**config.mk**
```make
export PLATFORM = sky130hd
export DESIGN_NAME = awd_top
export DESIGN_NICKNAME = d
export VERILOG_FILES = /design/src/hdl/awd_top.v /design/src/hdl/awd_sar_seq.v
export VERILOG_INCLUDE_DIRS = /design/src /design/src/include
export SDC_FILE = /design/constraint.sdc
export NUM_CORES = 1
export LEC_CHECK = 0
export BUFFER_PORTS_ARGS = -buffer_cell sky130_fd_sc_hd__buf_2
export CORE_AREA = 8 8 120 89
export CTS_CLUSTER_DIAMETER = 40
export DETAILED_ROUTE_END_ITERATION = 10
export DIE_AREA = 0 0 128 97
export GPL_ROUTABILITY_DRIVEN = 1
export PLACE_DENSITY = 0.76
export SYNTH_ARGS = -nofsm -noshare
export SYNTH_HDL_FRONTEND = slang
export SYNTH_SLANG_ARGS = --single-unit
```
**constraint.sdc**
```tcl
create_clock -name core_clk_in -period 7 [get_ports core_clk_in]
set_input_delay 1.05 -clock core_clk_in [delete_from_list [all_inputs] [get_ports core_clk_in]]
set_output_delay 1.05 -clock core_clk_in [all_outputs]
set_load 0.01 [all_outputs]
```
**src/include/awd_consts.vh**
```
// Constants for the ADC window detector: register addresses, field positions, reset values, counts.
// Assumes an 8-bit register port with byte-wide addresses and a 10-bit conversion code.
`ifndef AWD_CONSTS_VH
`define AWD_CONSTS_VH

`define AWD_ADDR_CONFIG 8'hbc
`define AWD_ADDR_RESULT_LSB 8'hbd
`define AWD_ADDR_RESULT_MSB 8'hbe
`define AWD_ADDR_HIGH_LSB 8'hc3
`define AWD_ADDR_HIGH_MSB 8'hc4
`define AWD_ADDR_LOW_LSB 8'hc5
`define AWD_ADDR_LOW_MSB 8'hc6
`define AWD_ADDR_CONTROL 8'he8

`define AWD_RST_CONFIG 8'hf8
`define AWD_RST_CONTROL 8'h00
`define AWD_RST_LIMIT 8'h00
`define AWD_RST_RESULT 8'h00
`define AWD_RST_HIGH_LIMIT 8'hff

`define AWD_CFG_DIV_MSB 7
`define AWD_CFG_DIV_LSB 3
`define AWD_CFG_LJUST 2

`define AWD_CTL_ENABLE 7
`define AWD_CTL_TRACK 6
`define AWD_CTL_DONE 5
`define AWD_CTL_BUSY 4
`define AWD_CTL_WMATCH 3
`define AWD_CTL_MODE_MSB 2
`define AWD_CTL_MODE_LSB 0
`define AWD_MODE_SOFTWARE 3'h0

`define AWD_CONV_PERIODS 10

`endif

```
**src/hdl/awd_top.v**
```verilog
// ADC window detector: register port, conversion control, result formatting and window compare.
// Assumes the analog core presents a 10-bit code that is valid when the sequencer ends a conversion,
// and a one-cycle external start pulse for the non-software start modes.
`timescale 1ns/1ps
`default_nettype none
`include "awd_consts.vh"

module awd_top #(
  parameter CODE_W = 10
) (
  input wire core_clk_in,
  input wire reset_n_in,
  input wire [7:0] sfr_addr_in,
  input wire [7:0] sfr_wdata_in,
  input wire sfr_wr_in,
  input wire sfr_rd_in,
  output reg [7:0] sfr_rdata_out,
  input wire diff_mode_in,
  input wire start_trigger_in,
  input wire [CODE_W-1:0] analog_code_in,
  output reg adc_enable_out,
  output reg conversion_done_flag_out,
  output reg window_match_flag_out,
  output wire busy_out
);

  localparam [5:0] LJ_PAD = 6'h00;
  localparam [7:0] RST_CFG = `AWD_RST_CONFIG;

  // Register file
  reg [7:0] window_low_limit_lsb_ff;
  reg [7:0] window_low_limit_msb_ff;
  reg [7:0] window_high_limit_lsb_ff;
  reg [7:0] window_high_limit_msb_ff;
  reg [4:0] sar_div_ff;
  reg left_justify_select_ff;
  reg enable_ff;
  reg track_mode_ff;
  reg [2:0] start_mode_ff;
  reg conversion_done_flag_ff;
  reg window_match_flag_ff;
  reg [7:0] result_msb_ff;
  reg [7:0] result_lsb_ff;

  reg [7:0] nxt_rdata;
  reg nxt_done_flag;
  reg nxt_match_flag;

  wire wr_control = sfr_wr_in && (sfr_addr_in == `AWD_ADDR_CONTROL);
  wire conv_done;

  // Conversion start
  wire sw_start = wr_control && sfr_wdata_in[`AWD_CTL_BUSY] && (start_mode_ff == `AWD_MODE_SOFTWARE);
  wire hw_start = start_trigger_in && (start_mode_ff != `AWD_MODE_SOFTWARE);
  wire conv_start = enable_ff && (sw_start || hw_start);

  awd_sar_seq #(
    .DIV_W(5),
    .PERIODS(`AWD_CONV_PERIODS)
  ) u_seq (
    .core_clk_in(core_clk_in),
    .reset_n_in(reset_n_in),
    .start_in(conv_start),
    .div_in(sar_div_ff),
    .busy_out(busy_out),
    .done_out(conv_done)
  );

  // Result formatting
  wire [15:0] code_right = {{6{analog_code_in[CODE_W-1]}}, analog_code_in};
  wire [15:0] code_left = {analog_code_in, LJ_PAD};
  wire [15:0] result_word = left_justify_select_ff ? code_left : code_right;

  // Comparison word: single-ended right-justified codes are zero-extended, since
  // the sign-extended register image would make codes above 511 look huge.
  wire [15:0] cmp_se = left_justify_select_ff ? code_left : {6'h00, analog_code_in};
  wire [15:0] cmp_word = diff_mode_in ? result_word : cmp_se;

  wire [15:0] low_limit = {window_low_limit_msb_ff, window_low_limit_lsb_ff};
  wire [15:0] high_limit = {window_high_limit_msb_ff, window_high_limit_lsb_ff};

  // Extra top bit turns every compare into a signed 17-bit compare
  wire ext_res = diff_mode_in & cmp_word[15];
  wire ext_lo = diff_mode_in & low_limit[15];
  wire ext_hi = diff_mode_in & high_limit[15];
  wire signed [16:0] s_res = {ext_res, cmp_word};
  wire signed [16:0] s_lo = {ext_lo, low_limit};
  wire signed [16:0] s_hi = {ext_hi, high_limit};

  wire res_above_hi = (s_res > s_hi);
  wire res_below_lo = (s_res < s_lo);
  wire lo_above_hi = (s_lo > s_hi);

  // Equal limits fall in the outside form: every result except the limit matches
  wire inside_hit = lo_above_hi && res_above_hi && res_below_lo;
  wire outside_hit = !lo_above_hi && (res_below_lo || res_above_hi);
  wire window_hit = inside_hit || outside_hit;

  // Flag next state: a hardware set in the same cycle as a software clear wins
  always @*
  begin
    nxt_done_flag = conversion_done_flag_ff;
    nxt_match_flag = window_match_flag_ff;
    if (wr_control)
    begin
      nxt_done_flag = sfr_wdata_in[`AWD_CTL_DONE];
      nxt_match_flag = sfr_wdata_in[`AWD_CTL_WMATCH];
    end
    if (conv_done)
    begin
      nxt_done_flag = 1'b1;
      if (window_hit)
      begin
        nxt_match_flag = 1'b1;
      end
    end
  end

  // Read mux; unmapped addresses read zero
  always @*
  begin
    nxt_rdata = 8'h00;
    case (sfr_addr_in)
      `AWD_ADDR_CONFIG:
      begin
        nxt_rdata = {sar_div_ff, left_justify_select_ff, 2'b00};
      end
      `AWD_ADDR_RESULT_LSB:
      begin
        nxt_rdata = result_lsb_ff;
      end
      `AWD_ADDR_RESULT_MSB:
      begin
        nxt_rdata = result_msb_ff;
      end
      `AWD_ADDR_HIGH_LSB:
      begin
        nxt_rdata = window_high_limit_lsb_ff;
      end
      `AWD_ADDR_HIGH_MSB:
      begin
        nxt_rdata = window_high_limit_msb_ff;
      end
      `AWD_ADDR_LOW_LSB:
      begin
        nxt_rdata = window_low_limit_lsb_ff;
      end
      `AWD_ADDR_LOW_MSB:
      begin
        nxt_rdata = window_low_limit_msb_ff;
      end
      `AWD_ADDR_CONTROL:
      begin
        nxt_rdata = {enable_ff, track_mode_ff, conversion_done_flag_ff, busy_out,
                     window_match_flag_ff, start_mode_ff};
      end
      default:
      begin
        nxt_rdata = 8'h00;
      end
    endcase
  end

  // Register writes
  always @(posedge core_clk_in or negedge reset_n_in)
  begin
    if (!reset_n_in)
    begin
      window_low_limit_lsb_ff <= `AWD_RST_LIMIT;
      window_low_limit_msb_ff <= `AWD_RST_LIMIT;
      window_high_limit_lsb_ff <= `AWD_RST_HIGH_LIMIT;
      window_high_limit_msb_ff <= `AWD_RST_HIGH_LIMIT;
      sar_div_ff <= RST_CFG[`AWD_CFG_DIV_MSB:`AWD_CFG_DIV_LSB];
      left_justify_select_ff <= RST_CFG[`AWD_CFG_LJUST];
    end
    else if (sfr_wr_in)
    begin
      case (sfr_addr_in)
        `AWD_ADDR_LOW_LSB:
        begin
          window_low_limit_lsb_ff <= sfr_wdata_in;
        end
        `AWD_ADDR_LOW_MSB:
        begin
          window_low_limit_msb_ff <= sfr_wdata_in;
        end
        `AWD_ADDR_HIGH_LSB:
        begin
          window_high_limit_lsb_ff <= sfr_wdata_in;
        end
        `AWD_ADDR_HIGH_MSB:
        begin
          window_high_limit_msb_ff <= sfr_wdata_in;
        end
        `AWD_ADDR_CONFIG:
        begin
          sar_div_ff <= sfr_wdata_in[`AWD_CFG_DIV_MSB:`AWD_CFG_DIV_LSB];
          left_justify_select_ff <= sfr_wdata_in[`AWD_CFG_LJUST];
        end
        default:
        begin
          sar_div_ff <= sar_div_ff;
        end
      endcase
    end
  end

  // Control register, flags and result capture
  always @(posedge core_clk_in or negedge reset_n_in)
  begin
    if (!reset_n_in)
    begin
      enable_ff <= 1'b0;
      track_mode_ff <= 1'b0;
      start_mode_ff <= `AWD_MODE_SOFTWARE;
      conversion_done_flag_ff <= 1'b0;
      window_match_flag_ff <= 1'b0;
      result_msb_ff <= `AWD_RST_RESULT;
      result_lsb_ff <= `AWD_RST_RESULT;
    end
    else
    begin
      conversion_done_flag_ff <= nxt_done_flag;
      window_match_flag_ff <= nxt_match_flag;
      if (wr_control)
      begin
        enable_ff <= sfr_wdata_in[`AWD_CTL_ENABLE];
        track_mode_ff <= sfr_wdata_in[`AWD_CTL_TRACK];
        start_mode_ff <= sfr_wdata_in[`AWD_CTL_MODE_MSB:`AWD_CTL_MODE_LSB];
      end
      if (conv_done)
      begin
        result_msb_ff <= result_word[15:8];
        result_lsb_ff <= result_word[7:0];
      end
    end
  end

  // Registered outputs; flag outputs mirror the next state so they line up with the flags
  always @(posedge core_clk_in or negedge reset_n_in)
  begin
    if (!reset_n_in)
    begin
      sfr_rdata_out <= 8'h00;
      adc_enable_out <= 1'b0;
      conversion_done_flag_out <= 1'b0;
      window_match_flag_out <= 1'b0;
    end
    else
    begin
      if (sfr_rd_in)
      begin
        sfr_rdata_out <= nxt_rdata;
      end
      adc_enable_out <= wr_control ? sfr_wdata_in[`AWD_CTL_ENABLE] : enable_ff;
      conversion_done_flag_out <= nxt_done_flag;
      window_match_flag_out <= nxt_match_flag;
    end
  end

endmodule // awd_top

`default_nettype wire

```
**src/hdl/awd_sar_seq.v**
```verilog
// SAR conversion sequencer: divides the system clock to the SAR clock and times one conversion.
// Assumes start is a one-cycle pulse; the analog core holds its code stable while busy is high.
`timescale 1ns/1ps
`default_nettype none
`include "awd_consts.vh"

module awd_sar_seq #(
  parameter DIV_W = 5,
  parameter PERIODS = `AWD_CONV_PERIODS
) (
  input wire core_clk_in,
  input wire reset_n_in,
  input wire start_in,
  input wire [DIV_W-1:0] div_in,
  output reg busy_out,
  output reg done_out
);

  localparam [31:0] PERIOD_LAST_W = PERIODS - 1;
  localparam [3:0] PERIOD_LAST = PERIOD_LAST_W[3:0];

  reg [DIV_W-1:0] div_cnt_ff;
  reg [3:0] per_cnt_ff;
  reg [DIV_W-1:0] div_latch_ff;

  wire sar_tick = (div_cnt_ff == div_latch_ff);

  // Done is a strobe in the cycle of the final tick, so flags and result land on the edge
  // that drops busy, while the analog code is still guaranteed valid
  always @*
  begin
    done_out = busy_out && sar_tick && (per_cnt_ff == PERIOD_LAST);
  end

  // Divider value is latched at start so a config write mid-conversion cannot stretch it
  always @(posedge core_clk_in or negedge reset_n_in)
  begin
    if (!reset_n_in)
    begin
      busy_out <= 1'b0;
      div_cnt_ff <= {DIV_W{1'b0}};
      per_cnt_ff <= 4'h0;
      div_latch_ff <= {DIV_W{1'b0}};
    end
    else
    begin
      if (!busy_out)
      begin
        if (start_in)
        begin
          busy_out <= 1'b1;
          div_cnt_ff <= {DIV_W{1'b0}};
          per_cnt_ff <= 4'h0;
          div_latch_ff <= div_in;
        end
      end
      else if (sar_tick)
      begin
        div_cnt_ff <= {DIV_W{1'b0}};
        if (per_cnt_ff == PERIOD_LAST)
        begin
          busy_out <= 1'b0;
        end
        else
        begin
          per_cnt_ff <= per_cnt_ff + 4'h1;
        end
      end
      else
      begin
        div_cnt_ff <= div_cnt_ff + {{(DIV_W-1){1'b0}}, 1'b1};
      end
    end
  end

endmodule // awd_sar_seq

`default_nettype wire

```
==> flow_results.org, run 1 <==
** Yosys
- Share of synthesized area spent on multiplexers :: 12.2%
- Portion of the post-synthesis area used by sequential elements :: 41.2%
- By area, the combinational part of the netlist is dominated by simple AND/OR/NAND/NOR gates.
- Post-Syn Nets :: 602
- Post-synthesis share of cell area spent on xor and xnor gates :: around 1.4%
- Arithmetic-cell share of the synthesized area counting full adders, half adders and majority gates :: 12.6%
- Top flip-flop cell by instance count after synthesis :: sky130_fd_sc_hd__dfrtp_1
- Counting flops and latches in the post-synthesis netlist gives 84.
- Avg Synthesized Cell Area :: 9.98 µm²
- The synthesized netlist devotes between 10% and 20% of its cell area to compound gates.
- Total number of yosys warnings :: 0
- Summing the areas of all and, or, nand and nor instances in the mapped netlist gives 14.3% of the synthesized area.
- Mapped cell area :: around 5200 µm²
- Of all flip-flops after synthesis, the portion carrying an async set or reset was 100%.
- The synthesized design contains 0 enable-type register cells.
- Post-Synthesis Cells :: just over 500
- Netlist cell types :: 60

** Pwr
- Cell internal power was estimated by the tool at around 940 µW.
- Portion of total power attributed to combinational logic :: between 15 and 20%
- Net switching power :: 377 µW
- Power density over the cells :: about 230 nW/µm²
- Per report_power, the sequential group accounts for a little over two fifths of the total.
- Of the total power, the share spent switching nets is approximately 29%.
- The clock network burns between 40% and 50% of the power.
- Leakage dissipation :: around 0.0027 µW
- IR analysis of the VDD net gives a maximum drop of between 0.15 and 0.2 mV.

** Global route
- Global routing consumed, over all layers together, 24.4% of the routing resources.
- Vias in the first global route :: ~4,200
- Global routing used between 7 and 8% of the available met3 tracks.
- Entering global routing, the biggest net connects between 80 and 90 pins.
- Wire length of the first global-routing pass :: approximately 23 mm
- The initial antenna violation count was 0.
- Total overflow reported by the global router :: 0
- Highest-utilization routing layer at the global route stage :: met2
- Met1 Use GR :: roughly a third
- For this run, global-route usage on met2 was measured as between 30% and 40%.

** Die
- The die covers roughly 12,000 µm².
- In this run the count of I/O pins placed on the die edge is 44.
- The initial utilization of the core area, before any placement, comes to a little under 60%.
- Core area :: just under 9000 µm²
- Measured along the x axis, the die boundary spans approximately 130 µm.
- Die outline height :: approximately 97 µm
- The floorplan has 29 rows.

** Worst hold path
- Hold Crit Class :: flop to flop

** STA
- Fin crit share :: 41.4%
- In the final timing run, aggregate negative setup slack is 0 ps.
- Slew of the pin with the lowest slew margin :: about 1100 ps
- Unrepaired setup endpoints after global routing :: false
- The total count of hold-check failures in the final report was 0.
- The final-report max-slew violation count is 0.
- For the finished layout, the period the worst path requires is 2900 ps.
- Clock skew on the completed layout was measured at approximately 5.2 ps.
- Minimum hold slack :: roughly 490 ps
- For this run, the top clock speed supported by timing is roughly 0.35 GHz.
- Max-Slew Margin vs Limit :: 29.9%
- Setup violations remaining at the end of the flow were counted as 0.

** Setup path
- STA classifies the critical path startpoint as an input pin.
- Critical path capture point :: u_seq.per_cnt_ff[1]
- For flop-to-flop paths, the worst setup slack is 4280 ps.
- The startpoint identified for the worst register-to-register timing path is left_justify_select_ff.
- CP startpoint :: sfr_addr_in[1]
- For the worst flop-to-flop path, the logic depth is 8.
- Data on the critical path is required at its endpoint by 7230 ps.
- Along the worst path, the maximum fanout reaches 15.
- Worst endpoint data arrival time :: 3130 ps
- STA classifies the critical path endpoint as a flop.
- Reg-to-reg endpoint :: window_match_flag_out
- Kind of critical path :: input pin to flop

** CTS
- CTS max path bufs :: 2
- Number of gates resized after CTS :: 0
- TritonCTS built the clock tree.
- Clock buffers created by TritonCTS :: 9
- Clock input transition at the sequential cells of the worst setup and hold paths :: roughly 60 ps
- Post-CTS timing repair inserted 0 buffers for setup.
- H-tree depth :: 3
- Counting every sink on the clock net gives 84.
- Latest clock arrival within the worst-skew pair :: 350 ps
- Clock Tree Root :: sky130_fd_sc_hd__clkbuf_16
- The number of hold buffers added after CTS was 0.

** Cells and area
- Diodes inserted :: 0
- Post-layout instance area :: slightly below 6000 µm²
- Ratio of cells with drive above 1 in the final layout :: 16.6%
- Final Net Count :: 640
- Fill cells in the final layout number around 730.
- The area growth from synthesis to layout is 12.3%.
- Final standard cell count with taps included and fillers excluded :: about 700

** Drt
- The final route contains 4,335 vias.
- Final wirelength :: between 10 and 15 mm
- Number of antenna-violating nets in the routed design :: 0
- The first routing iteration left 640 violations.
- Using the TritonRoute via totals, the vias-per-cell ratio works out to ~6.3.
- The pre-antenna-repair detailed-routing pass consisted of 6 iterations.
- DRC violations left :: 0
- After detailed routing, the average wire length per cell comes to ~21 µm.

** Place
- Detailed placement finished with a half-perimeter wire length of roughly 11 mm.
- Routability cong. :: around 0.97
- The number of placed instances, taps included, is 669.
- Number of input and output port buffers inserted :: 43
- After detailed placement, the total cell area comes to 5470 µm².

** Flow run
- Max-cap violations in this run came to 0.

** Status
- The run finished with clean final reports.
flip-flops by register name (all words and copies together), names as in the netlist:
name,count
result_lsb_ff,8
window_high_limit_msb_ff,8
sar_div_ff,5
adc_enable_out,1
conversion_done_flag_out,1
u_seq.per_cnt_ff,4
start_mode_ff,3
window_low_limit_msb_ff,8
window_high_limit_lsb_ff,8
track_mode_ff,1
result_msb_ff,8
window_low_limit_lsb_ff,8
u_seq.div_latch_ff,5
window_match_flag_out,1
sfr_rdata_out,8
left_justify_select_ff,1
u_seq.div_cnt_ff,5
u_seq.busy_out,1
area by class of cell:
| cell class | count | area (µm²) | area share [%] |
|---|---|---|---|
| well taps | 124 | 155 | 2.67 |
| repair buffers | 44 | 225 | 3.88 |
| clock buffers | 10 | 239 | 4.12 |
| multi-input cells | 377 | 2820 | 48.5 |
| flip-flops and latches | 84 | 2130 | 36.7 |
| inverters | 40 | 150 | 2.59 |
| clock inverters | 6 | 93.8 | 1.62 |
worst min path at each step:
stage / to / from / depth (start not counted)
final: result_msb_ff[0] / result_msb_ff[0] / 2
after CTS: result_msb_ff[0] / result_msb_ff[0] / 2
after global routing: result_lsb_ff[4] / result_lsb_ff[4] / 1
after floorplan: result_lsb_ff[7] / result_lsb_ff[7] / 2
after global placement: result_lsb_ff[6] / result_lsb_ff[6] / 2
after detailed placement: result_msb_ff[0] / result_msb_ff[0] / 2
cells in the mapped netlist, types with 10 or more instances:
master | count | area, µm²
sky130_fd_sc_hd__dfrtp_1 | 63 | 1580
sky130_fd_sc_hd__nor3_1 | 13 | 65.1
sky130_fd_sc_hd__a31oi_1 | 14 | 87.6
sky130_fd_sc_hd__inv_1 | 39 | 146
sky130_fd_sc_hd__ha_1 | 52 | 651
sky130_fd_sc_hd__nand2_1 | 58 | 218
sky130_fd_sc_hd__a21oi_1 | 14 | 70.1
sky130_fd_sc_hd__nand4_1 | 10 | 62.6
sky130_fd_sc_hd__o21ai_0 | 12 | 60.1
sky130_fd_sc_hd__nand3_1 | 14 | 70.1
sky130_fd_sc_hd__o21ai_1 | 16 | 80.1
sky130_fd_sc_hd__nor2_1 | 27 | 101
sky130_fd_sc_hd__clkbuf_1 | 10 | 37.5
sky130_fd_sc_hd__dfstp_2 | 21 | 552
sky130_fd_sc_hd__mux2_1 | 42 | 473
power by group through the flow:
stage	clock network (µW)	registers, µW	logic [µW]
3_5_place_dp	0	578	211
5_1_grt	552	577	240
2_1_floorplan	0	564	142
6_report	531	572	215
4_1_cts	539	570	213
3_3_place_gp	0	578	200
kinds of logic after synthesis:
group / Yosys count
flops: 84
buf+inv: 57
fa+ha+maj: 52
mux: 57
xor+xnor: 8
compound gates: 108
simple gates: 152
stage by stage:
stage          setup WS [ps]  power (µW)  utilization, %
2_1_floorplan           4220         706               -
3_3_place_gp            3870         778            62.3
3_5_place_dp            3770         789            62.3
4_1_cts                 4130        1320            66.1
5_1_grt                 3990        1370            66.1
6_report                4100        1320            66.1
routing by layer:
layer	share of wire, %	vias to the layer above
met4	2.0	0
li1	-	1977
met1	43	2099
met2	44	233
met5	0	-
met3	11	26
critical path: stages:
cell	delay [ps]
sky130_fd_sc_hd__buf_2	230
sky130_fd_sc_hd__or2_4	300
sky130_fd_sc_hd__nor4_4	480
sky130_fd_sc_hd__and4_1	260
sky130_fd_sc_hd__o21ai_1	80
sky130_fd_sc_hd__nor2b_1	240
sky130_fd_sc_hd__a31o_1	250
sky130_fd_sc_hd__a22o_1	240
placed cells by master (no fill, tap or decap), types with 3 or more instances in the layout:
cell type                   count
sky130_fd_sc_hd__inv_1         39
sky130_fd_sc_hd__buf_2         42
sky130_fd_sc_hd__o21ai_1       16
sky130_fd_sc_hd__clkbuf_16      9
sky130_fd_sc_hd__a22oi_1        4
sky130_fd_sc_hd__xor2_1         5
sky130_fd_sc_hd__nor2_1        27
sky130_fd_sc_hd__mux2_1        42
sky130_fd_sc_hd__nor2b_1        9
sky130_fd_sc_hd__dfstp_2       21
sky130_fd_sc_hd__nand4_1       10
sky130_fd_sc_hd__o21ai_0       12
sky130_fd_sc_hd__a211oi_1       3
sky130_fd_sc_hd__mux2_2         7
sky130_fd_sc_hd__nand2_1       58
sky130_fd_sc_hd__a22o_1         3
sky130_fd_sc_hd__mux2i_1        8
sky130_fd_sc_hd__dfrtp_1       63
sky130_fd_sc_hd__ha_1          52
sky130_fd_sc_hd__a21oi_1       14
sky130_fd_sc_hd__a222oi_1       5
sky130_fd_sc_hd__nor3_1        13
sky130_fd_sc_hd__nand2b_1       5
sky130_fd_sc_hd__a21o_1         6
sky130_fd_sc_hd__a31oi_1       14
sky130_fd_sc_hd__xnor2_1        3
sky130_fd_sc_hd__nand3_1       14
sky130_fd_sc_hd__o22ai_1        5
sky130_fd_sc_hd__a221oi_1       7
sky130_fd_sc_hd__a32oi_1        3
No activity file was read; power rests on OpenSTA's default activity.
==> run 2: changes to the inputs <==
Settings changed: CORE_AREA 8 8 120 89 to 8 8 125 93, DIE_AREA 0 0 128 97 to 0 0 133 101, PLACE_DENSITY 0.76 to 0.73.
Clock period 7 ns to 2.65 ns, I/O delays scaled along.
==> flow_results.org, run 2 (synthesized netlist as in run 1, its figures left out) <==
** Drt
- Vias per std cell :: 6.19 (-2.2%)
- Number of antenna-violating nets in the routed design :: 0 (unchanged)
- Drt initial violations :: 392 (-39%)
- Final wirelength :: 15.1 mm (+2.5%)
- The DRC violation count after routing is 0 (unchanged).
- Via count :: 4,382 (+1.1%)
- The first-pass iteration count of the detailed router came to 5 (-1).
- The average routed wire per standard cell is 21.3 µm (-0.83%).

** Setup path
- Reg-to-reg endpoint :: window_match_flag_out
- The worst setup path is of the flop to flop kind.
- Following the worst setup path forward leads to its endpoint at window_match_flag_out.
- Crit Path Max Fanout :: 10 (-5)
- The worst path required time was 2880 ps (-4350 ps).
- The number of cell instances on the worst register-to-register path was 8 (unchanged).
- Worst setup EP type :: flop
- CP Launch Type :: flop
- Worst flop-to-flop path startpoint :: left_justify_select_ff
- CP startpoint :: left_justify_select_ff
- Worst endpoint data arrival time :: 2710 ps (-420 ps)
- The setup slack of the most critical reg-to-reg path is 170 ps (-4110 ps).

** Die
- The initial cell density of the core is 52.7% (-6.2 points).
- Number of core rows :: 31 (+6.9%)
- Die outline height :: 101 µm (+4.1%)
- The core region area came to 9810 µm² (+12%).
- Die width :: 133 µm (+3.9%)
- Die Footprint :: 13,400 µm² (+8.2%)
- Top-level I/O count :: 44 (unchanged)

** Cells and area
- The total of fill cells in the finished design came to 851 (+17%).
- Post-synthesis to final-layout area growth :: 13.6%
- Ratio of cells with drive above 1 in the final layout :: 18.6% (+2.0 points)
- The post-route standard cell area excluding fillers was 5870 µm² (+1.1%).
- Most common library cell in the layout ignoring fill and taps :: sky130_fd_sc_hd__dfrtp_1
- Sequential cell area :: 2130 µm² (unchanged)
- The number of nets at the end of the flow came to 655 (+2.3%).
- Diodes inserted :: 0 (unchanged)
- Commonest cells after routing, fill and taps aside :: 63 x sky130_fd_sc_hd__dfrtp_1, 58 x sky130_fd_sc_hd__nand2_1, 52 x sky130_fd_sc_hd__ha_1, 42 x sky130_fd_sc_hd__mux2_1, 42 x sky130_fd_sc_hd__buf_2
- The multi-input gate area in the final layout came to 2820 µm² (unchanged).
- Util after Layout :: 59.8% (-6.3 points)

** STA
- Fin crit share :: roughly 93%
- Max Clk Rate :: 0.404 GHz
- Hold Violations, Final :: 0 (unchanged)
- The minimum setup slack in the final design is 173 ps (-3930 ps).
- Post-layout min period :: 2480 ps
- Unrepaired setup endpoints after global routing :: false
- Final setup violation count :: 0 (unchanged)
- Minimum hold slack :: 217 ps (-272 ps)
- Max-slew violations :: 0 (unchanged)
- Fin Setup TNS :: 0 ps (unchanged)
- Slew of the pin with the lowest slew margin :: 1020 ps (-32.7 ps)
- Skew final :: 7.41 ps (+2.22 ps)
- The relative max-transition margin was 32.1% (+2.2 points).

** Place
- Worst Setup Slack post-DPL :: 208 ps (-3570 ps)
- The count of port buffers added during placement was 43 (unchanged).
- The half-perimeter wire length of the detailed placement result is 11.7 mm (+2.7%).
- The total placed instance area came to 5600 µm² (+2.2%).
- Routability cong. :: 0.997 (+3.2%)

** CTS
- Number of hold buffers added after cts :: 0 (unchanged)
- H-tree depth :: 3 (unchanged)
- The number of buffers inserted during clock tree synthesis is 9 (unchanged).
- Buffers inserted during post-CTS setup optimization :: 0 (unchanged)
- Clock Tree Root :: sky130_fd_sc_hd__clkbuf_16
- Clock input transition at the sequential cells of the worst setup and hold paths :: 70 ps (about the same)
- Number of gates resized after CTS :: 0 (unchanged)
- The latest clock arrival within the worst-skew pair is 350 ps (about the same).
- TritonCTS clock tree :: yes
- CTS max path bufs :: 2 (unchanged)
- Total number of clock tree sinks :: 84 (unchanged)

** Pwr
- Power density over the cells :: 558 nW/µm² (+150%)
- Leakage dissipation :: 0.00273 µW (+1.6%)
- Max IR drop VDD :: 0.353 mV (+90%)

** Global route
- The global-route usage over all layers was 23.4% (-0.93 points).
- The maximum number of pins on one net before global-route repair was 81 (-4.7%).
- The total congestion overflow after global routing came to 0 (unchanged).
- Wire length of the first global-routing pass :: 24.1 mm (+3.0%)
- Vias in the first global route :: 4,471 (+6.1%)
- The initial antenna violation count is 0 (unchanged).

** Flow run
- Max-cap viol count :: 0 (unchanged)

** Status
- Run status :: complete, no violations

** Worst hold path
- Hold Crit Class :: input pin to async pin
==> run 2: cell types whose count changed in the layout (fill, tap and decap cells not counted) <==
cell                         change
sky130_fd_sc_hd__bufinv_16       -2
sky130_fd_sc_hd__clkinvlp_4      +1
sky130_fd_sc_hd__clkinv_4        +1
sky130_fd_sc_hd__inv_8           -1
sky130_fd_sc_hd__clkbuf_8        -1
sky130_fd_sc_hd__clkbuf_1        +1
sky130_fd_sc_hd__buf_4          +15
sky130_fd_sc_hd__inv_6           +1
==> run 2: power by group <==
part           switching [µW]  internal [µW]
Sequential                104           1390
Combinational             347            240
Clock                     550            644
==> run 2: metal layers <==
metal	track usage, %	vias up	routed length [µm]
met4	8.00	0	346
met2	33.7	199	6330
met5	0	-	0
li1	-	2000	-
met3	7.62	31	1390
met1	32.2	2152	7010
==> run 2: stage by stage <==
stage,instances,total power (µW)
CTS,708,3290
detailed placement,692,2090
finish,708,3270
global route,708,3430
global placement,692,2070
floorplan,518,1860
==> run 2: worst max-delay path: stages (launching register included) <==
cell and delay [ps]:
sky130_fd_sc_hd__dfrtp_1 520, sky130_fd_sc_hd__mux2_2 420, sky130_fd_sc_hd__ha_1 300, sky130_fd_sc_hd__a211oi_1 240, sky130_fd_sc_hd__nor2_1 80, sky130_fd_sc_hd__o41ai_1 390
sky130_fd_sc_hd__a21oi_1 150, sky130_fd_sc_hd__o2111ai_1 190, sky130_fd_sc_hd__nand2_1 70
==> run 2: worst min-delay path by stage <==
stage / start / endpoint / cells after the start
6_report: reset_n_in / u_seq.div_cnt_ff[3] / 1
5_1_grt: reset_n_in / u_seq.div_cnt_ff[3] / 1
4_1_cts: reset_n_in / u_seq.div_cnt_ff[3] / 1
3_5_place_dp: result_lsb_ff[6] / result_lsb_ff[6] / 2
3_3_place_gp: result_msb_ff[7] / result_msb_ff[7] / 2
2_1_floorplan: reset_n_in / adc_enable_out / 0
==> run 2: final cells by class <==
type	count	share of cell area, %
multi-input cells	377	47.9
flip-flops and latches	84	36.2
repair buffers	59	5.75
clock buffers	10	3.90
well taps	132	2.81
inverters	40	2.56
clock inverters	6	0.810
==> run 3: changes to the inputs <==
Settings changed: CORE_AREA 8 8 125 93 to 8 8 129 95, CTS_CLUSTER_SIZE set to 25, DIE_AREA 0 0 133 101 to 0 0 137 103, SYNTH_HIERARCHICAL set to 1.
==> flow_results.org, run 3 <==
** STA
- Least setup slack across all paths after layout :: 113 ps (-60.1 ps)
- The maximum frequency from static timing analysis was 0.394 GHz (-2.4%).
- The maximum clock skew at final layout is 7.92 ps (+0.505 ps).
- Final setup violation count :: 0 (unchanged)
- Fin crit share :: 95.8% (+2.3 points)
- The worst hold slack was 345 ps (+128 ps).
- Hold Violations, Final :: 0 (unchanged)
- Max-slew violations :: 0 (unchanged)
- Slew of the pin with the lowest slew margin :: 596 ps (-423 ps)
- The minimum period implied by the final worst setup slack is 2540 ps (+60.1 ps).
- The relative max-transition margin is 60.0% (+28 points).

** Drt
- Number of antenna-violating nets in the routed design :: 0 (unchanged)
- Drt wl/cell :: 21.5 µm (+1.1%)
- The per-cell via count in the routed design was 6.28 (+1.5%).
- Final wirelength :: 16.1 mm (+6.7%)
- DRC violations left :: 0 (unchanged)
- Drt initial violations :: 513 (+31%)
- The via total after detailed routing was 4,691 (+7.1%).
- The first-pass iteration count of the detailed router is 6 (+1).

** Setup path
- The number of cell instances on the worst register-to-register path is 10 (+2).
- The kind of cell with the highest combined delay along the critical path is compound AO/OA/AOI/OAI gates.
- Critical path, cell by cell :: buf_4, nor2b_1, ha_1, nand4_1, nor3_1, a221oi_1, o31a_1, a31oi_2, o21ai_1, a21o_1
- The buffers plus inverters on the worst setup path was 1 (+1).
- Worst setup EP type :: flop
- The arrival time at the worst endpoint is 2780 ps (+70 ps).
- CP Launch Type :: flop
- The setup slack of the most critical reg-to-reg path is 110 ps (-60 ps).
- Endpoint required time on the critical path :: 2900 ps (+20 ps)
- The top fanout value on the critical path is 14 (+4).
- Worst flop-to-flop path startpoint :: left_justify_select_ff
- Kind of critical path :: flop to flop
- The slowest stage of the critical path is the sky130_fd_sc_hd__dfrtp_2 cell.
- The delay contributed by the slowest stage of the critical path is 460 ps (-60 ps).
- The worst register-to-register path ends at window_match_flag_out.

** Yosys
- Top flip-flop cell by instance count after synthesis :: sky130_fd_sc_hd__dfrtp_1
- Most frequent cell after synthesis :: sky130_fd_sc_hd__dfrtp_1
- Portion of the post-synthesis area used by sequential elements :: 38.8% (-2.4 points)
- Share of the synthesized area in the top cell type :: 28.7% (-1.8 points)
- The post-synthesis sequential element count was 84 (unchanged).
- Mapped cell area :: 5490 µm² (+6.2%)
- Counting instances in the post-synthesis netlist gives the leading cell types as 63 x sky130_fd_sc_hd__dfrtp_1, 55 x sky130_fd_sc_hd__mux2_2, 52 x sky130_fd_sc_hd__ha_1, 48 x sky130_fd_sc_hd__inv_1, 47 x sky130_fd_sc_hd__nand2_1.
- Share of flip-flops with an asynchronous set or reset :: 100% (unchanged)
- The post-synthesis net count came to 629 (+4.5%).
- By area the synthesized netlist is led by sky130_fd_sc_hd__dfrtp_1 29%, sky130_fd_sc_hd__ha_1 12%, sky130_fd_sc_hd__mux2_2 11%.
- Avg Synthesized Cell Area :: 10.1 µm² (+0.91%)
- The synthesis warning total was 6 (+6).
- Post-Synthesis Cells :: 545 (+5.2%)
- Largest area contributor in the netlist :: sky130_fd_sc_hd__dfrtp_1
- Netlist cell types :: 62 (+3.3%)
- Count of flip-flops with a built-in enable after synthesis :: 0 (unchanged)

** Pwr
- Power density over the cells :: 561 nW/µm² (+0.67%)
- The worst vdd rail ir drop came to 0.332 mV (-6.0%).
- The static leakage came to 0.00282 µW (+3.6%).

** CTS
- Clock buffers created by TritonCTS :: 9 (unchanged)
- The clock input transition at the sequential cells of the worst setup and hold paths is 70 ps (about the same).
- Clock Tree Root :: sky130_fd_sc_hd__clkbuf_16
- The depth of the CTS H-tree was 3 (unchanged).
- CTS max path bufs :: 2 (unchanged)
- Total number of clock tree sinks :: 84 (unchanged)
- Latest clock arrival within the worst-skew pair :: 350 ps (about the same)
- TritonCTS built the clock tree.

** Place
- The count of port buffers added during placement came to 43 (unchanged).
- Routability cong. :: 0.974 (-2.3%)
- The placement-stage worst setup slack came to -53.1 ps (-261 ps).
- Detail Placement HPWL :: 12.7 mm (+9.2%)

** Die
- The die extent in x came to 137 µm (+3.0%).
- The I/O pin total is 44 (unchanged).
- Die outline height :: 103 µm (+2.0%)
- The core region area was 10,200 µm² (+3.6%).
- The initial cell density of the core came to 54.0% (+1.3 points).
- The placement row count is 31 (unchanged).
- The die area came to 14,100 µm² (+5.0%).

** Flow run
- Max-cap viol count :: 0 (unchanged)

** Worst hold path
- Hold Path Stages :: 2
- The path with the worst hold slack has its endpoint at window_high_limit_lsb_ff[1].
- The startpoint identified for the worst hold timing path is sfr_wdata_in[1].
- Hold Crit Class :: input pin to flop

** Cells and area
- Post-synthesis to final-layout area growth :: 15.5%
- The multi-input gate area in the final layout is 3140 µm² (+12%).
- The post-layout utilization of the core is 62.4% (+2.5 points).
- Diodes inserted :: 0 (unchanged)
- Final Net Count :: 694 (+6.0%)
- Leaving out fill and tap cells, the most frequent cell in the layout is sky130_fd_sc_hd__dfrtp_1.
- Commonest cells after routing, fill and taps aside :: 62 x sky130_fd_sc_hd__dfrtp_1, 55 x sky130_fd_sc_hd__mux2_2, 51 x sky130_fd_sc_hd__ha_1, 48 x sky130_fd_sc_hd__inv_1, 46 x sky130_fd_sc_hd__nand2_1
- Ratio of cells with drive above 1 in the final layout :: 30.7% (+12 points)
- The area occupied by registers came to 2130 µm² (about the same).
- Filler Cell Count :: 870 (+2.2%)

** Global route
- The initial antenna violation count was 0 (unchanged).
- The total congestion overflow after global routing is 0 (unchanged).
- The first-pass GRT wire length was 25.5 mm (+5.8%).
- The maximum number of pins on one net before global-route repair came to 64 (-21%).
- GRT Total Usage :: 24.0% (+0.60 points)
- The number of global-route vias before repair was 4,627 (+3.5%).

** Status
- The run finished with clean final reports.
-- run 3: cell count changes after synthesis, moves of 5 or more --
cell	delta
sky130_fd_sc_hd__nand3_1	-5
sky130_fd_sc_hd__a221oi_1	-5
sky130_fd_sc_hd__o21ai_1	-16
sky130_fd_sc_hd__mux2_1	-37
sky130_fd_sc_hd__a222oi_1	-5
sky130_fd_sc_hd__o22ai_1	+5
sky130_fd_sc_hd__nand2_1	-11
sky130_fd_sc_hd__inv_1	+9
sky130_fd_sc_hd__a21oi_1	+6
sky130_fd_sc_hd__a22oi_1	+5
sky130_fd_sc_hd__o21ai_0	+8
sky130_fd_sc_hd__mux2_2	+48
sky130_fd_sc_hd__clkbuf_1	-5
-- run 3: logic make-up after synthesis --
kind of cell / synth area share (%)
AND/OR/NAND/NOR: 15.1
AO/OA/AOI/OAI: 14.1
flip-flops: 38.8
multiplexers: 14.0
buffers and inverters: 4.54
adder cells (fa/ha/maj): 11.9
XOR/XNOR: 1.71
-- run 3: report_power, final --
part | internal (µW) | switching, µW
clock | 665 | 545
combinational | 360 | 433
sequential | 1400 | 152
-- run 3: layout make-up --
cell class / count / area share, %
Clock buffer: 10 / 3.77
Inverter: 48 / 2.84
Sequential cell: 84 / 33.6
Clock inverter: 6 / 0.711
Tap cell: 132 / 2.61
Timing Repair Buffer: 70 / 6.87
Multi-Input combinational cell: 397 / 49.6
-- run 3: metrics by stage --
stage / cells / setup TNS, ps / total power [µW] / instance area, µm²
finish: 747 / 0 / 3560 / 6340
global route: 747 / -3.12 / 3740 / 6340
CTS: 746 / 0 / 3560 / 6300
detailed placement: 729 / -53.1 / 2340 / 6000
global placement: 729 / -10.6 / 2300 / 6000
floorplan: 545 / 0 / 2080 / 5490
-- run 3: repair_timing --
action,4_1_cts,5_1_grt
resized for setup,1,8
hold buffers,1,0
pin swaps,0,2
setup buffers,0,1
setup endpoints to repair,1,1
hold endpoints to repair,15,0
-- run 3: worst max path at each step --
stage                           start  cells past startpoint                    end
2_1_floorplan  left_justify_select_ff                     12  window_match_flag_out
3_3_place_gp             diff_mode_in                     12  window_match_flag_out
3_5_place_dp             diff_mode_in                     12  window_match_flag_out
4_1_cts        left_justify_select_ff                     11  window_match_flag_out
5_1_grt        left_justify_select_ff                     10  window_match_flag_out
6_report       left_justify_select_ff                     10  window_match_flag_out
-- run 3: metal layers --
| layer | vias to the layer above | wire (µm) | track usage [%] | share of wire [%] |
|---|---|---|---|---|
| li1 | 2114 | - | - | - |
| met1 | 2315 | 7450 | 34.0 | 46 |
| met2 | 222 | 6500 | 33.0 | 40 |
| met3 | 40 | 1710 | 8.42 | 11 |
| met4 | 0 | 427 | 8.49 | 2.7 |
| met5 | - | 0 | 0 | 0 |
-- run 3: worst register-to-register path, delay by kind of cell, from the launching register on --
kind | cells | cell delay [ps]
buf+inv | 1 | 200
simple gates | 3 | 740
flops | 1 | 460
compound gates | 5 | 790
fa+ha+maj | 1 | 240
